**src/pkg/btag_cfg.svh**
```systemverilog
`ifndef BTAG_CFG_SVH
`define BTAG_CFG_SVH

// Program counter value after reset
`define BTAG_PC_RESET 16'h0000
// Vector table window, low byte at the even address
`define BTAG_VEC_BASE 16'h0040
`define BTAG_VEC_LAST 16'h007f
// Index field position in the instruction code
`define BTAG_IDX_LSB 1
`define BTAG_IDX_MSB 5
// Sign bit of the displacement
`define BTAG_DISP_SIGN 7
// Vector table depth in entries
`define BTAG_VEC_DEPTH 32

`endif

```
**src/pkg/btag_pkg.sv**
```systemverilog
package btag_pkg;

    typedef enum logic [2:0] {
        BTAG_OP_SEQ = 3'h0,
        BTAG_OP_REL = 3'h1,
        BTAG_OP_ABS = 3'h2,
        BTAG_OP_TBL = 3'h3,
        BTAG_OP_REG = 3'h4
    } btag_op_e;

    // One decoded instruction as handed over by the decoder
    typedef struct packed {
        logic valid;
        btag_op_e op;
        logic [2:0] length;
        logic [7:0] code;
        logic [7:0] branch_displacement;
        logic [15:0] absolute_target_field;
    } btag_req_s;

    // Write port into the vector table image
    typedef struct packed {
        logic en;
        logic [4:0] index;
        logic [15:0] target;
    } btag_vwr_s;

    typedef enum logic [1:0] {
        BTAG_ST_RUN = 2'b00,
        BTAG_ST_TBL = 2'b01
    } btag_st_e;

endpackage

```
**src/hw/btag_vec_mem.sv**
```systemverilog
`timescale 1ns/1ps
`include "btag_cfg.svh"

module btag_vec_mem
    import btag_pkg::*;
(
    input wire logic clk,
    input wire btag_vwr_s wr,
    input wire logic [4:0] rd_index,
    output logic [15:0] rd_data
);

    logic [15:0] mem_q [`BTAG_VEC_DEPTH];
    logic [15:0] rd_data_q;

    // Table contents are data, not control, so they carry no reset
    always_ff @(posedge clk) begin
        if (wr.en) begin
            mem_q[wr.index] <= wr.target;
        end
        rd_data_q <= mem_q[rd_index];
    end

    assign rd_data = rd_data_q;

endmodule // btag_vec_mem

```
**src/hw/btag_core.sv**
```systemverilog
`timescale 1ns/1ps
`include "btag_cfg.svh"


module btag_core
    import btag_pkg::*;
(
    input wire logic clk,
    input wire logic reset,
    input wire btag_req_s req,
    input wire logic branch_taken,
    input wire logic [15:0] accumulator_pair,
    input wire btag_vwr_s vec_wr,
    output logic [15:0] program_counter,
    output logic [15:0] operand_address,
    output logic [15:0] vector_address,
    output logic busy,
    output logic pc_loaded
);

    // ********************************************
    // Helpers
    // ********************************************
    function automatic logic [15:0] sext8(input logic [7:0] v);
        sext8 = {{8{v[`BTAG_DISP_SIGN]}}, v};
    endfunction

    function automatic logic [15:0] add16(input logic [15:0] a,
                                          input logic [15:0] b);
        logic [16:0] s;
        s = {1'b0, a} + {1'b0, b};
        add16 = s[15:0];
    endfunction

    // Entry index n sits at 40H + 2n, low byte at the even address
    function automatic logic [15:0] vec_entry_addr(input logic [4:0] n);
        vec_entry_addr = add16(`BTAG_VEC_BASE, {10'h000, n, 1'b0});
    endfunction

    // ********************************************
    // State
    // ********************************************
    btag_st_e st_q, st_d;
    logic [15:0] pc_q, pc_d;
    logic [15:0] opa_q, opa_d;
    logic [15:0] vaddr_q, vaddr_d;
    logic busy_q, busy_d;
    logic load_q, load_d;

    // Request decode and table read data
    logic [4:0] idx;
    logic [15:0] next_pc;
    logic [15:0] vec_data;
    logic take;
    logic tbl_start;

    assign idx = req.code[`BTAG_IDX_MSB:`BTAG_IDX_LSB];
    assign next_pc = add16(pc_q, {13'h0000, req.length});
    // A request counts only while no table read is pending
    assign take = req.valid && (st_q == BTAG_ST_RUN);
    assign tbl_start = take && (req.op == BTAG_OP_TBL);

    btag_vec_mem i_btag_vec_mem (
        .clk(clk),
        .wr(vec_wr),
        .rd_index(idx),
        .rd_data(vec_data)
    );

    // ********************************************
    // Sequencer
    // ********************************************
    always_comb begin
        st_d = st_q;
        busy_d = 1'b0;
        unique case (st_q)
            BTAG_ST_RUN: begin
                if (tbl_start) begin
                    // Table read costs one cycle; decoder holds off meanwhile
                    st_d = BTAG_ST_TBL;
                    busy_d = 1'b1;
                end
            end
            BTAG_ST_TBL: begin
                // A request seen here is dropped; the decoder must wait
                st_d = BTAG_ST_RUN;
            end
            default: begin
                // Unused state codes fall back to the run state
                st_d = BTAG_ST_RUN;
            end
        endcase
    end

    always_ff @(posedge clk) begin
        if (reset) begin
            st_q <= BTAG_ST_RUN;
            busy_q <= 1'b0;
        end else begin
            st_q <= st_d;
            busy_q <= busy_d;
        end
    end

    // ********************************************
    // Program counter
    // ********************************************
    always_comb begin
        pc_d = pc_q;
        load_d = 1'b0;
        if (st_q == BTAG_ST_TBL) begin
            // Entry was read on the edge that took the table call
            pc_d = vec_data;
            load_d = 1'b1;
        end else if (take) begin
            unique case (req.op)
                BTAG_OP_SEQ: begin
                    pc_d = next_pc;
                end
                BTAG_OP_REL: begin
                    // Not taken falls through to the next instruction
                    pc_d = next_pc;
                    if (branch_taken) begin
                        // Adds to the following instruction start
                        pc_d = add16(next_pc,
                            sext8(req.branch_displacement));
                        load_d = 1'b1;
                    end
                end
                BTAG_OP_ABS: begin
                    pc_d = req.absolute_target_field;
                    load_d = 1'b1;
                end
                BTAG_OP_TBL: begin
                    // Stepped value shows for one cycle until the entry lands
                    pc_d = next_pc;
                end
                BTAG_OP_REG: begin
                    pc_d = accumulator_pair;
                    load_d = 1'b1;
                end
                default: begin
                    // Undefined operation codes act as plain steps
                    pc_d = next_pc;
                end
            endcase
        end
    end

    always_ff @(posedge clk) begin
        if (reset) begin
            pc_q <= `BTAG_PC_RESET;
            load_q <= 1'b0;
        end else begin
            pc_q <= pc_d;
            load_q <= load_d;
        end
    end

    // ********************************************
    // Operand address
    // ********************************************
    always_comb begin
        // Every taken request refreshes it, branch or not
        opa_d = opa_q;
        if (take) begin
            opa_d = req.absolute_target_field;
        end
    end

    always_ff @(posedge clk) begin
        if (reset) begin
            opa_q <= 16'h0000;
        end else begin
            opa_q <= opa_d;
        end
    end

    // ********************************************
    // Vector table address
    // ********************************************
    always_comb begin
        // Held after the call so the fetch path may read it back
        vaddr_d = vaddr_q;
        if (tbl_start) begin
            vaddr_d = vec_entry_addr(idx);
        end
    end

    always_ff @(posedge clk) begin
        if (reset) begin
            vaddr_q <= 16'h0000;
        end else begin
            vaddr_q <= vaddr_d;
        end
    end

    // ********************************************
    // Outputs
    // ********************************************
    // Outputs are registers, so downstream logic sees no decode glitches
    assign program_counter = pc_q;
    assign operand_address = opa_q;
    assign vector_address = vaddr_q;
    assign busy = busy_q;
    assign pc_loaded = load_q;

endmodule // btag_core

```
**config.mk**
```make
export PLATFORM = sky130hd
export DESIGN_NAME = btag_core
export DESIGN_NICKNAME = d
export VERILOG_FILES = /design/src/pkg/btag_pkg.sv /design/src/hw/btag_vec_mem.sv /design/src/hw/btag_core.sv
export VERILOG_INCLUDE_DIRS = /design/src /design/src/pkg
export SDC_FILE = /design/constraint.sdc
export NUM_CORES = 1
export LEC_CHECK = 0
export BUFFER_PORTS_ARGS = -buffer_cell sky130_fd_sc_hd__buf_4
export CAP_MARGIN = 30
export CORE_MARGIN = 2
export CORE_UTILIZATION = 60
export DETAILED_ROUTE_END_ITERATION = 8
export GPL_ROUTABILITY_DRIVEN = 0
export PLACE_DENSITY = 0.81
export SETUP_SLACK_MARGIN = 0.3
export SLEW_MARGIN = 10
export SYNTH_ARGS = -nofsm -noshare
export SYNTH_HDL_FRONTEND = slang
export SYNTH_SLANG_ARGS = --single-unit
```
**constraint.sdc**
```tcl
create_clock -name clk -period 3.8 [get_ports clk]
set_clock_uncertainty 0.15 [all_clocks]
set_input_delay 0.57 -clock clk [delete_from_list [all_inputs] [get_ports clk]]
set_output_delay 0.57 -clock clk [all_outputs]
set_load 0.02 [all_outputs]
```
# [Yosys cells after proc, flatten, opt, wreduce, memory -nomap -nowiden]
# Memory sizes are Yosys's and may differ from the RTL's. A register that Yosys moved wholly into a read port is not among the register bits.
# Index checks and enable logic that the tools add are counted.
[totals] ff_bits=51 ram_bits=512 out_inout_bits=50 n_memories=1
[memory_table] name="i_btag_vec_mem.mem_q" depth=32 width=16 rd=1 rd_clocked_by_memory_dff=1 wr=1 line_no="btag_vec_mem.sv:13" source="logic [15:0] mem_q [`BTAG_VEC_DEPTH];"
[classes] addsub=3 n_eq_ne=4 muxes=11 bitwise=1 n_reduce_logical=6
[ops] operator="$mux 16" n=3
[ops] operator="$pmux 16 s3" n=1
[ops] operator="$add 16x16->16" n=1
[ops] operator="$add 16x3->16" n=1
[ops] operator="$add 7x6->8 const A" n=1
[ops] operator="$eq 3x2->1 const B" n=2
[ops] operator="$mux 1" n=6
[ops] operator="$reduce_or 2->1" n=2
[ops] operator="$eq 3x1->1 const B" n=1
[ops] operator="$eq 3x3->1 const B" n=1
[ops] operator="$logic_and 1x1->1" n=2
[ops] operator="$logic_not 2->1" n=1
[ops] operator="$pmux 1 s2" n=1
[ops] operator="$reduce_bool 2->1" n=1
[ops] operator="$not 1->1" n=1

# [Depth between registers and ports, before layout]
[logic_depth] word_depth=6 ltp_mapped=14 ltp_nobuf=14

# [By module]
# Synthesis repeated with hierarchy kept, for this count alone.
[hier_totals] cells_unflattened=1586 hier_area_um2=23816.6
[by_module_without_submodules] module="btag_vec_mem" instances=1 cells_each=1143 area_per_inst_um2=20535.9 seq_area_each_um2=15695.1
[by_module_without_submodules] module="btag_core" instances=1 cells_each=443 area_per_inst_um2=3280.6 seq_area_each_um2=820.8

# [Worst setup path before layout]
# No wires, ideal clock.
[synth_path] path_type="input to register" start="input req[32] (netlist name)" end="register pc_q[15] (netlist: program_counter[15])" setup_ps=116 arrival_ps=3252 required_time_ps=3534 setup_slack_ps=282 cell_stages=14 n_path_buf=0 cell_sequence="ha_1 fa_1 a21oi_1 nor2_1 nand2_1 xnor2_1 ha_1 and4_1 and3_1 a211o_1 a21oi_1 xnor2_1 nand3_1 a31o_2"
[synth_via] elab_chain_cells=6
[synth_rtl] element="start: declaration" line_no="btag_core.sv:10" source="input wire btag_req_s req,"
[synth_rtl] element="$add 16x3->16 (*)" line_no="btag_core.sv:31" source="s = {1'b0, a} + {1'b0, b};"
[synth_rtl] element="$add 16x16->16" line_no="btag_core.sv:31"
[synth_rtl] element="$mux 16" line_no="btag_core.sv:123" source="if (branch_taken) begin"
[synth_rtl] element="$pmux 16 s3 (*)" line_no="btag_core.sv:116" source="unique case (req.op)"
[synth_rtl] element="$mux 16 (*)" line_no="btag_core.sv:115" source="end else if (take) begin"
[synth_rtl] element="$mux 16 (*)" line_no="btag_core.sv:111" source="if (st_q == BTAG_ST_TBL) begin"
[synth_rtl] element="end signal: assignment" line_no="btag_core.sv:152" source="pc_q <= `BTAG_PC_RESET;"
[synth_rtl] element="end signal: assignment" line_no="btag_core.sv:155" source="pc_q <= pc_d;"
[synth_rtl] element="end: declaration" line_no="btag_core.sv:44" source="logic [15:0] pc_q, pc_d;"
# Mark *: on every way between the ends. The rest lies on a longest branch, timed or not. The select of a mux whose other input is x is not followed.
# A chain may end at the register's enable or synchronous reset.

# [Worst setup path in the final report]
[layout_path] start="register pc_q[0] (netlist: program_counter[0])" end="register pc_q[13] (netlist: program_counter[13])"
[layout_via] elab_chain_cells=6
[layout_rtl] element="$add 16x3->16 (*)" line_no="btag_core.sv:31"
[layout_rtl] element="$add 16x16->16" line_no="btag_core.sv:31"
[layout_rtl] element="$mux 16" line_no="btag_core.sv:123"
[layout_rtl] element="$pmux 16 s3 (*)" line_no="btag_core.sv:116"
[layout_rtl] element="$mux 16 (*)" line_no="btag_core.sv:115"
[layout_rtl] element="$mux 16 (*)" line_no="btag_core.sv:111"
# Marked as above.

==> impl_metrics.csv <==
group,metric,value,unit
worst_setup_path,cp_num_cells,14,
layout,syn_to_final_growth,16.4,%
timing,slew_violations,0,
hold_path,hold_class,"input port to register",
floorplanning,dieWidth,200,µm
timing,max_freq,290,MHz
worst_setup_path,cp.required,4.17,ns
global_routing,grt_util_all_layers,0.279,
power,ir_drop,0.534,mV
synth,yosys.area.top_type,"edfxtp_1",
layout,diodes,0,
run_status,status,"finished clean",
clock_network,cts_sinks,569,
layout,num-fill-cells,2223,
synth,ys_ff_latch,569,
worst_setup_path,critPathMaxStageDelay,0.39,ns
placed_design,dp_slack,-0.0404,ns
floorplanning,dieArea,40100,µm²
layout,fin_nets,1504,
synth,ys_types,56,
layout,final_core_util,0.712,
power,clock_power_share,0.404,
layout,layout.area.seq,16500,µm²
power,power_frac_comb,0.082,
power,power_density,507,nW/µm²
layout,multi_input_area,6410,µm²
timing,worst_pin_slew,0.806,ns
synth,synth.most_common_cell,"edfxtp_1",
floorplanning,start_util,0.612,
floorplanning,core_area,37800,µm²
power,sw_frac_of_total,0.221,
worst_setup_path,critPathArrivalTime,3.82,ns
worst_setup_path,cp_num_buf_inv,1,
placed_design,dpl.hpwl,33000,µm
power,switching_power,3.01,mW
worst_setup_path,crit_path_start_kind,"register",
timing,worst_slack,0.351,ns
global_routing,antenna_found_initial,1,
layout,final_cells,1961,
worst_setup_path,crit_path_top_delay_cell,"ha_1",
worst_setup_path,worstRegToRegCells,14,
worst_setup_path,cp_common_cell,"o211ai_1",
floorplanning,ioPinCount,130,
synth,synth_top_area_share,0.666,
worst_setup_path,cpLargestDelayFamily,"adder cells",
synth,synthFlopType,"edfxtp_1",
timing,holdWs,0.0872,ns
global_routing,overflow,0,
flow_run,cap_violations,0,
floorplanning,die_h,200,µm
worst_setup_path,rr_endpoint,"program_counter[13]$_SDFFE_PP0P_",
synth,ys_warn_count,0,
worst_setup_path,path_cells,"ha_2 -> fa_2 -> a21oi_4 -> nand2b_1 -> xnor2_1 -> ha_1 -> o211ai_1 -> o211ai_1 -> buf_4 -> a31oi_2 -> nor3_1 -> mux2i_1 -> nor2_1 -> o22ai_1",
clock_network,ctsHoldBuffers,0,
worst_setup_path,path_class,"register to register",
placed_design,port_buffers,116,
route,vias,12637,
floorplanning,row_count,71,
clock_network,clock_path_buffers,3,
timing,finalCritPeriodShare,0.908,
power,p_int,10.6,mW
route,drt-total-wl,54900,µm
synth,synth_edf_count,512,
global_routing,first_global_vias,12914,
timing,setup_viol,0,
synth,syn_inst,1226,
synth,syn_area,23100,µm²
worst_setup_path,r2r-start,"program_counter[0]$_SDFFE_PP0P_",
worst_setup_path,endpoint_kind,"register",
timing,fin_crit,3.45,ns
timing,rsz0062_at_grt,"false",
synth,async_flop_share,0,
route,antenna_left,0,
worst_setup_path,path_max_fanout,5,
timing,slew_headroom,0.463,
route,first_iter_violations,1311,
placed_design,post-place-cells,1857,
route,drtPass1Iterations,6,
power,p_leak,9.05,nW
layout,drive_gt1_frac,0.337,
route,drcViolationCount,0,
clock_network,clk_latency,0.62,ns
clock_network,clock-root-buffer,"clkbuf_16",
synth,syn_avg_cell_area,18.8,µm²
synth,synth.area.top_cells,"edfxtp_1 67%, mux4_2 16%, dfxtp_1 4.9%",
route,wire_per_inst,28.0,µm
synth,synth_commonest_cells,"512 x edfxtp_1, 160 x mux4_2, 76 x nor2_1",
synth,yosysSeqAreaShare,0.715,
route,vias_per_cell,6.44,
clock_network,clk_pin_slew,0.06,ns
power,power,13.6,mW
global_routing,grt_pass1_wl,81900,µm
power,p_seq_frac,0.514,
clock_network,htree_levels,2,
worst_setup_path,worst-r2r-setup-slack,0.35,ns
timing,hold_viol,0,
worst_setup_path,startpoint,"program_counter[0]$_SDFFE_PP0P_",
clock_network,cts_tree,"built",
clock_network,cts_buffers,54,
worst_setup_path,crit_end,"program_counter[13]$_SDFFE_PP0P_",
global_routing,grt_max_degree,45,
[worst min-delay path, cell delays in order]
cell and delay, ns:
buf_4 0.12, nand2_1 0.05, a21oi_1 0.05
[layer usage]
layer  wire length, µm  global-route usage
met4              2250               0.113
met1             19400               0.358
met3              4780              0.0441
met5                 0                   0
met2             28400               0.482
[final cells by class]
type                            instances  share of cell area
Clock buffer                           63              0.0515
Clock inverter                         39              0.0162
Inverter                               10             0.00140
Multi-Input combinational cell        587               0.239
Sequential cell                       569               0.615
Tap cell                              511              0.0238
Timing Repair Buffer                  182              0.0539
[cells by family after synthesis]
kind of cell               synth area share
DFF                                   0.715
and+or+nand+nor                      0.0412
muxes                                 0.168
AOI/OAI and AO/OA                    0.0398
buffers and inverters                0.0154
xor gates and xnor gates            0.00910
adders and majority gates            0.0115
other                              0.000162
[flip-flops by register name, indices dropped and copies added, names as in the netlist]
signal                  count
i_btag_vec_mem.rd_data     16
st_q                        1
vector_address              6
pc_loaded                   1
i_btag_vec_mem.mem_q      512
busy                        1
program_counter            16
operand_address            16
[power groups by stage]
stage          Sequential (mW)  Combinational (mW)  Clock, mW
4_1_cts                   6.99                1.10       5.56
2_1_floorplan             7.13               0.636          0
5_1_grt                   7.00                1.20       5.78
3_3_place_gp              7.12                1.05          0
3_5_place_dp              7.12                1.08          0
6_report                  6.99                1.12       5.51
[per-stage QoR]
stage	area [µm²]	TNS, ns
finish	26900	0
detailed placement	25000	-0.0755
floorplan	23100	0
CTS	26800	0
global route	26900	0
global placement	25000	-0.0296
[placed cells by master (no fill, tap or decap), types with 3 or more instances in the layout]
master,instances
buf_12,6
nor2_1,46
xor2_1,6
nand2_1,58
clkinv_1,13
a211o_1,4
a21o_1,10
clkbuf_1,9
conb_1,10
nor2b_1,3
xnor2_1,16
clkbuf_16,54
inv_1,9
bufinv_16,8
nor3_1,11
or3_1,6
nand3b_1,7
mux4_2,160
nand3_1,9
edfxtp_1,512
mux2i_1,8
mux2_2,17
nor2_2,29
a22oi_1,12
o21ai_0,28
dfxtp_1,56
a221oi_1,9
a21oi_1,39
nand4_1,5
o211ai_1,4
clkinv_2,12
ha_1,16
and3_1,10
a211oi_1,9
buf_4,175
nand2b_1,10
[how the worst min path moves through the flow]
stage | from | endpoint | slack [ns] | depth (start not counted)
6_report | req[0] | operand_address[0]$_SDFFE_PP0P_ | 0.09 | 3
5_1_grt | req[15] | operand_address[15]$_SDFFE_PP0P_ | 0.08 | 3
4_1_cts | req[15] | operand_address[15]$_SDFFE_PP0P_ | 0.05 | 3
3_5_place_dp | vector_address[6]$_SDFFE_PP0P_ | vector_address[6]$_SDFFE_PP0P_ | 0.29 | 2
3_3_place_gp | vector_address[6]$_SDFFE_PP0P_ | vector_address[6]$_SDFFE_PP0P_ | 0.29 | 2
2_1_floorplan | i_btag_vec_mem.rd_data[4]$_DFF_P_ | program_counter[4]$_SDFFE_PP0P_ | 0.28 | 2
[timing repair]
action	in CTS	in global routing
resized for setup	1	18
buffers inserted	1	1
pin swaps	2	7
endpoints found under the setup margin	2	9
(Power assumes the default switching activity.)
